`src/hw/gpio_audio_defs.svh`:
```
/*
  Constants for the general-purpose and local audio pin-sharing block:
  pin slot positions, widths and reset values.
  Assumes inclusion by bare name from the package and the design file.
*/
`ifndef GPIO_AUDIO_DEFS_SVH
`define GPIO_AUDIO_DEFS_SVH

// ----------------------------------------------------------------------
// Pin slots
// ----------------------------------------------------------------------
`define GA_PIN_CNT 12
`define GA_GP_PIN_ONE 0
`define GA_GP_PIN_TWO 1
`define GA_GP_PIN_THREE 2
`define GA_GP_PIN_NINE 3
`define GA_FAST_BASE 4
`define GA_FAST_CNT 4
`define GA_REG_ONLY_PIN_5 8
`define GA_REG_ONLY_PIN_6 9
`define GA_REG_ONLY_PIN_7 10
`define GA_REG_ONLY_PIN_8 11
`define GA_AUDIO_DATA_CNT 4

// ----------------------------------------------------------------------
// Reset values
// ----------------------------------------------------------------------
// Plain pins drive low, fast pins float
`define GA_GP_OE_RST 12'hF0F
`define GA_GP_OUT_RST 12'h000
`define GA_FAST_SPI_RST 4'h0

`endif

```
`src/hw/gpio_audio_pkg.sv`:
```
/*
  Types for the pin-sharing block: configuration, pin bus and function
  sources. Assumes gpio_audio_defs.svh is on the include path.
*/
`default_nettype none
`include "gpio_audio_defs.svh"

package gpio_audio_pkg;

  // ----------------------------------------------------------------------
  // Modes and carriers
  // ----------------------------------------------------------------------
  typedef enum logic [1:0] {
    AUD_OFF,
    AUD_SLAVE,
    AUD_MASTER
  } audio_mode_t;

  typedef struct packed {
    audio_mode_t audio_mode;
    logic gp9_mclk;
    logic [`GA_FAST_CNT-1:0] fast_spi;
    logic [`GA_PIN_CNT-1:0] gp_oe;
    logic [`GA_PIN_CNT-1:0] gp_out;
  } pin_cfg_t;

  typedef struct packed {
    logic [`GA_PIN_CNT-1:0] out;
    logic [`GA_PIN_CNT-1:0] oe;
  } pin_bus_t;

  typedef struct packed {
    logic mclk;
    logic slave_word_clock;
    logic slave_bit_clock;
    logic [`GA_AUDIO_DATA_CNT-1:0] slave_data;
    logic master_word_clock;
  } audio_src_t;

  typedef struct packed {
    logic [`GA_FAST_CNT-1:0] out;
    logic [`GA_FAST_CNT-1:0] oe;
  } spi_src_t;

endpackage : gpio_audio_pkg

`default_nettype wire

```
`src/hw/gpio_audio_pin_sharing.sv`:
```
/*
  Pin function selection for the plain, fast and register-only
  general-purpose pins and their audio and serial-port alternates.
  Assumes config writes, audio and serial-port sources on i_core_clk;
  pins and the power-down input arrive asynchronously.
*/
`default_nettype none
`include "gpio_audio_defs.svh"

// Behaviour
// Pin nine comes up as a general-purpose pin driving low and carries master clock only when selected.
// The four fast pins float after reset until configured.
// The fast pins work only in dual-link mode and float otherwise.
// Fast pins 0 to 3 switch to serial-port data out, data in, clock and select by configuration.
// Register-only pins 5 to 8 follow configuration alone and drive low after reset; slave audio mode drives them from the audio sources instead.
// Slave audio puts the word clock on register-only pin 7.
// Slave audio puts data a, b, c, d on register-only pins 6 and 5 and pins two and three.
// The host disables the audio jitter cleaner before using the slave bit clock pin.
// Master audio puts the master word clock on pin one.
// Pin nine can carry the audio master system clock when selected.
// Power-down low resets all selections and floats every pin; release restores defaults.
// Each pin has exactly one function driving it at a time.
module gpio_audio_pin_sharing (
  // Clock and reset
  input wire logic i_core_clk,
  input wire logic i_reset,
  // Power-down pin, low powers down
  input wire logic i_power_down_n,
  // Configuration from the register file
  input wire logic i_cfg_we,
  input wire gpio_audio_pkg::pin_cfg_t i_cfg,
  input wire logic i_dual_link,
  // Alternate function sources
  input wire gpio_audio_pkg::audio_src_t i_audio,
  input wire gpio_audio_pkg::spi_src_t i_spi,
  // Pins
  input wire logic [`GA_PIN_CNT-1:0] i_pin_in,
  output var gpio_audio_pkg::pin_bus_t o_pin,
  // Status
  output var logic [`GA_PIN_CNT-1:0] o_pin_in,
  output var gpio_audio_pkg::pin_cfg_t o_cfg,
  output var logic o_powered
);
  import gpio_audio_pkg::*;

  // ----------------------------------------------------------------------
  // State
  // ----------------------------------------------------------------------
  typedef struct packed {
    logic pd_meta;
    logic pd_sync;
    logic pd_held;
    logic [`GA_PIN_CNT-1:0] in_meta;
    logic [`GA_PIN_CNT-1:0] in_sync;
    pin_cfg_t cfg;
    pin_bus_t pin;
  } state_t;

  localparam pin_cfg_t CFG_RST = '{
    audio_mode: AUD_OFF,
    gp9_mclk: 1'b0,
    fast_spi: `GA_FAST_SPI_RST,
    gp_oe: `GA_GP_OE_RST,
    gp_out: `GA_GP_OUT_RST
  };

  localparam state_t STATE_RST = '{
    pd_meta: 1'b0,
    pd_sync: 1'b0,
    pd_held: 1'b0,
    in_meta: '0,
    in_sync: '0,
    cfg: CFG_RST,
    pin: '0
  };

  state_t q;
  state_t d;

  // ----------------------------------------------------------------------
  // Next state
  // ----------------------------------------------------------------------
  always_comb begin
    d = q;
    // Two flops before anything reads the pins
    d.pd_meta = i_power_down_n;
    d.pd_sync = q.pd_meta;
    // Powered for two cycles in a row, for the checks below
    d.pd_held = q.pd_sync;
    d.in_meta = i_pin_in;
    d.in_sync = q.in_meta;

    // Writes while powered down are dropped, not queued
    if (!q.pd_sync) begin
      d.cfg = CFG_RST;
    end else if (i_cfg_we) begin
      d.cfg = i_cfg;
    end

    // Plain general-purpose function by default
    d.pin.out = q.cfg.gp_out;
    d.pin.oe = q.cfg.gp_oe;

    for (int i = 0; i < `GA_FAST_CNT; i++) begin
      if (!i_dual_link) begin
        d.pin.out[`GA_FAST_BASE + i] = 1'b0;
        d.pin.oe[`GA_FAST_BASE + i] = 1'b0;
      end else if (q.cfg.fast_spi[i]) begin
        d.pin.out[`GA_FAST_BASE + i] = i_spi.out[i];
        d.pin.oe[`GA_FAST_BASE + i] = i_spi.oe[i];
      end
    end

    // One source per pin; the audio mode overrides the plain function
    case (q.cfg.audio_mode)
      AUD_SLAVE: begin
        d.pin.out[`GA_REG_ONLY_PIN_7] = i_audio.slave_word_clock;
        d.pin.out[`GA_REG_ONLY_PIN_8] = i_audio.slave_bit_clock;
        d.pin.out[`GA_REG_ONLY_PIN_6] = i_audio.slave_data[0];
        d.pin.out[`GA_REG_ONLY_PIN_5] = i_audio.slave_data[1];
        d.pin.out[`GA_GP_PIN_TWO] = i_audio.slave_data[2];
        d.pin.out[`GA_GP_PIN_THREE] = i_audio.slave_data[3];
        d.pin.oe[`GA_REG_ONLY_PIN_7] = 1'b1;
        d.pin.oe[`GA_REG_ONLY_PIN_8] = 1'b1;
        d.pin.oe[`GA_REG_ONLY_PIN_6] = 1'b1;
        d.pin.oe[`GA_REG_ONLY_PIN_5] = 1'b1;
        d.pin.oe[`GA_GP_PIN_TWO] = 1'b1;
        d.pin.oe[`GA_GP_PIN_THREE] = 1'b1;
      end
      AUD_MASTER: begin
        d.pin.out[`GA_GP_PIN_ONE] = i_audio.master_word_clock;
        d.pin.oe[`GA_GP_PIN_ONE] = 1'b1;
      end
      default: begin
      end
    endcase

    if (q.cfg.gp9_mclk) begin
      d.pin.out[`GA_GP_PIN_NINE] = i_audio.mclk;
      d.pin.oe[`GA_GP_PIN_NINE] = 1'b1;
    end

    // Everything floats while powered down
    if (!q.pd_sync) begin
      d.pin = '0;
    end

    if (i_reset) begin
      d = STATE_RST;
    end
  end

  always_ff @(posedge i_core_clk) begin
    q <= d;
  end

  assign o_pin = q.pin;
  assign o_pin_in = q.in_sync;
  assign o_cfg = q.cfg;
  assign o_powered = q.pd_sync;

  logic run;
  assign run = q.pd_sync && q.pd_held;
endmodule : gpio_audio_pin_sharing

`default_nettype wire

```
`config.mk`:
```
export PLATFORM = sky130hd
export DESIGN_NAME = gpio_audio_pin_sharing
export DESIGN_NICKNAME = d
export VERILOG_FILES = /design/src/hw/gpio_audio_pkg.sv /design/src/hw/gpio_audio_pin_sharing.sv
export VERILOG_INCLUDE_DIRS = /design/src /design/src/hw
export SDC_FILE = /design/constraint.sdc
export NUM_CORES = 1
export LEC_CHECK = 0
export BUFFER_PORTS_ARGS = -buffer_cell sky130_fd_sc_hd__buf_2
export CAP_MARGIN = 20
export CORE_ASPECT_RATIO = 0.6
export CORE_MARGIN = 2
export CORE_UTILIZATION = 31
export CTS_CLUSTER_SIZE = 40
export DETAILED_ROUTE_END_ITERATION = 7
export HOLD_SLACK_MARGIN = 0.03
export SETUP_SLACK_MARGIN = 0.3
export SLEW_MARGIN = 20
export SYNTH_ARGS = -nofsm -noshare
export SYNTH_HDL_FRONTEND = slang
export SYNTH_SLANG_ARGS = --single-unit
```
`constraint.sdc`:
```
create_clock -name i_core_clk -period 2.3 [get_ports i_core_clk]
set_clock_uncertainty 0.15 [all_clocks]
set_input_delay 0.46 -clock i_core_clk [delete_from_list [all_inputs] [get_ports i_core_clk]]
set_output_delay 0.46 -clock i_core_clk [all_outputs]
set_load 0.01 [all_outputs]
```
==> results.json <==
{
  "critical-path-max-stage-delay_ns": 0.41,
  "status": "finished, final reports clean",
  "crit_chain": "buf_2",
  "synth_cell_types": 14,
  "grt_start_max_net_pins": 40,
  "synth-seq-cells": 81,
  "cp.required_ns": 1.69,
  "final_design_area_no_fill_mm2": 0.00371,
  "insertedDiodeCount": 0,
  "yosysWarningCount": 0,
  "timing.final.crit_share": 0.657,
  "crit_buf_inv": 1,
  "timing.critical_path.from_type": "flop",
  "average_routed_wire_per_standard_cell_um": 12.3,
  "ys_top_cells_by_count": "dfxtp_1, buf_4, nor2_1",
  "cts_repair_resize_count": 0,
  "fp.dieW_um": 134,
  "finalNetCount": 438,
  "post-dp-hpwl_mm": 4.65,
  "holdCritPathClass": "input pin to flop",
  "critical_path.top_delay_family": "flip-flops",
  "finalWorstSetupSlack_ns": 0.790,
  "clk_transition_reported_paths_ns": 0.06,
  "area_overhead_of_the_layout_relative_to_synthesis_pct": 18.2,
  "layout_min_cycle_time_ns": 1.51,
  "power_leakage_uw": 0.00181,
  "placement.setup.worst_slack_ns": 0.642,
  "max_cap_viols": 0,
  "final_number_of_max_transition_violations": 0,
  "placement.io_buffers": 131,
  "route.antenna.remaining_nets": 0,
  "routed_via_density": 3.94,
  "final-instance-count-excl-fill": 514,
  "seq_area_frac_synth": 0.517,
  "tritoncts": "built",
  "reg2reg_from": "o_cfg[29]$_SDFFE_PP0P_",
  "cts_made_buffers": 9,
  "worst-slew-pin-transition_ns": 0.465,
  "finalSetupViolCount": 0,
  "full_die_area_mm2": 0.0110,
  "final_layout_size_suffix_gt1_frac": 0.398,
  "netlist.top_cell.by_area": "dfxtp_1",
  "cts_max_path_buffers": 2,
  "powerDensity_mw_per_mm2": 818,
  "setup-tns-final_ns": 0,
  "syn-cell-area_mm2": 0.00314,
  "hold-worst-slack_ns": 0.177,
  "vias": 2025,
  "drtIter0Drc": 53,
  "clk_root_buffer_cell": "clkbuf_16",
  "post_synth_main_area_contributors": "dfxtp_1, buf_4, mux2i_1",
  "worst-setup-path-type": "flop to primary output",
  "synth_largest_type_area_fraction": 0.517,
  "synthesized_area_divided_by_synthesized_cell_count_um2": 10.2,
  "fillcell_total": 1003,
  "timing.slew.headroom": 0.690,
  "cts.htree.levels": 3,
  "effective_utilization_at_floorplan": 0.319,
  "grt.total_usage": 0.117,
  "overflow": 0,
  "power.ir.vdd_worst_uv": 303,
  "timing.critical_path.arrival_ns": 0.90,
  "cts_hold_repair.buffers": 0,
  "async_flop_share": 0,
  "grt_pass1_wl_mm": 9.63,
  "cpMaxStageDelayCell": "dfxtp_1",
  "vias_in_the_first_global_route": 1841,
  "synth-edff-count": 0,
  "worst_hold_startpoint": "i_pin_in[11]",
  "cts.sink_count": 81,
  "max_clock_freq_mhz": 662,
  "clk_latency_ns": 0.33,
  "synthMostInstantiatedCell": "dfxtp_1",
  "place_area_mm2": 0.00341,
  "route.detailed.drc": 0,
  "final-hold-violation-count": 0,
  "unrepaired_setup_endpoints_after_global_routing": "false",
  "postSynthNetCount": 372,
  "row_count": 28,
  "placeableCoreArea_mm2": 0.00984,
  "drt_wl_total_mm": 6.30,
  "detailedRoute.firstPassIterationCount": 3,
  "post-cts-setup-buffers": 0,
  "design.portCount": 132,
  "crit_path_max_fanout": 4,
  "synth_top_flop_cell": "dfxtp_1",
  "syn-instance-count": 308,
  "cp-end-kind": "primary output",
  "place_congestion": 0.713,
  "dp_cells": 498,
  "die_height_um": 81.9,
  "grt_antenna_before_repair": 0,
  "cp-startpoint": "o_cfg[27]$_SDFFE_PP0P_"
}
power by group:
group / internal (µW) / switching, µW / total (µW)
Clock: 844 / 570 / 1410
Sequential: 1430 / 10.6 / 1440
Combinational: 94.9 / 76.9 / 172
per-stage QoR:
stage	util	power (µW)
after floorplan	-	1590
after global placement	0.346	1650
after detailed placement	0.346	1650
after CTS	0.376	3090
after global routing	0.376	3170
final	0.376	3030
metal layers:
metal,vias to the layer above,routed length (µm),track usage
met5,-,0,0
met4,0,102,0.0479
met3,10,469,0.0469
met2,75,2600,0.167
met1,909,3140,0.157
li1,1031,-,-
path summary, 6_finish.rpt:
| path | depth (start not counted) | end | slack (ns) |
|---|---|---|---|
| max | 1 | o_cfg[27] | 0.79 |
| min reg2reg | 1 | o_pin_in[1]$_SDFF_PP0_ | 0.28 |
| min | 2 | q[78]$_SDFF_PP0_ | 0.18 |
| max reg2reg | 3 | o_pin[14]$_SDFF_PP0_ | 1.07 |
cell families after synthesis:
family                 synth area share
muxes                             0.131
DFF                               0.517
and+or+nand+nor                   0.156
AOI/OAI and AO/OA               0.00958
buffers and inverters             0.187
registers in the layout, indices dropped and copies added, names as in the netlist:
name / flops
o_cfg: 31
q: 13
o_pin_in: 12
o_pin: 24
o_powered: 1
cells in the final DEF, fill, tap and decap left out, drive strengths merged, types with 6 or more instances in the layout:
master / synthesis / final
clkbuf: 2 / 10
nor2b: 12 / 12
nand2: 21 / 21
dfxtp: 81 / 81
mux2i: 41 / 41
buf: 77 / 134
a21oi: 6 / 6
and2b: 17 / 17
nor2: 49 / 49
final cells by class:
type,count,area [µm²],area share
Tap cell,135,169,0.0456
Clock inverter,6,67.6,0.0182
Multi-Input combinational cell,148,928,0.251
Clock buffer,10,229,0.0618
Timing Repair Buffer,134,691,0.186
Sequential cell,81,1620,0.438
No activity file was read; power rests on OpenSTA's default activity.
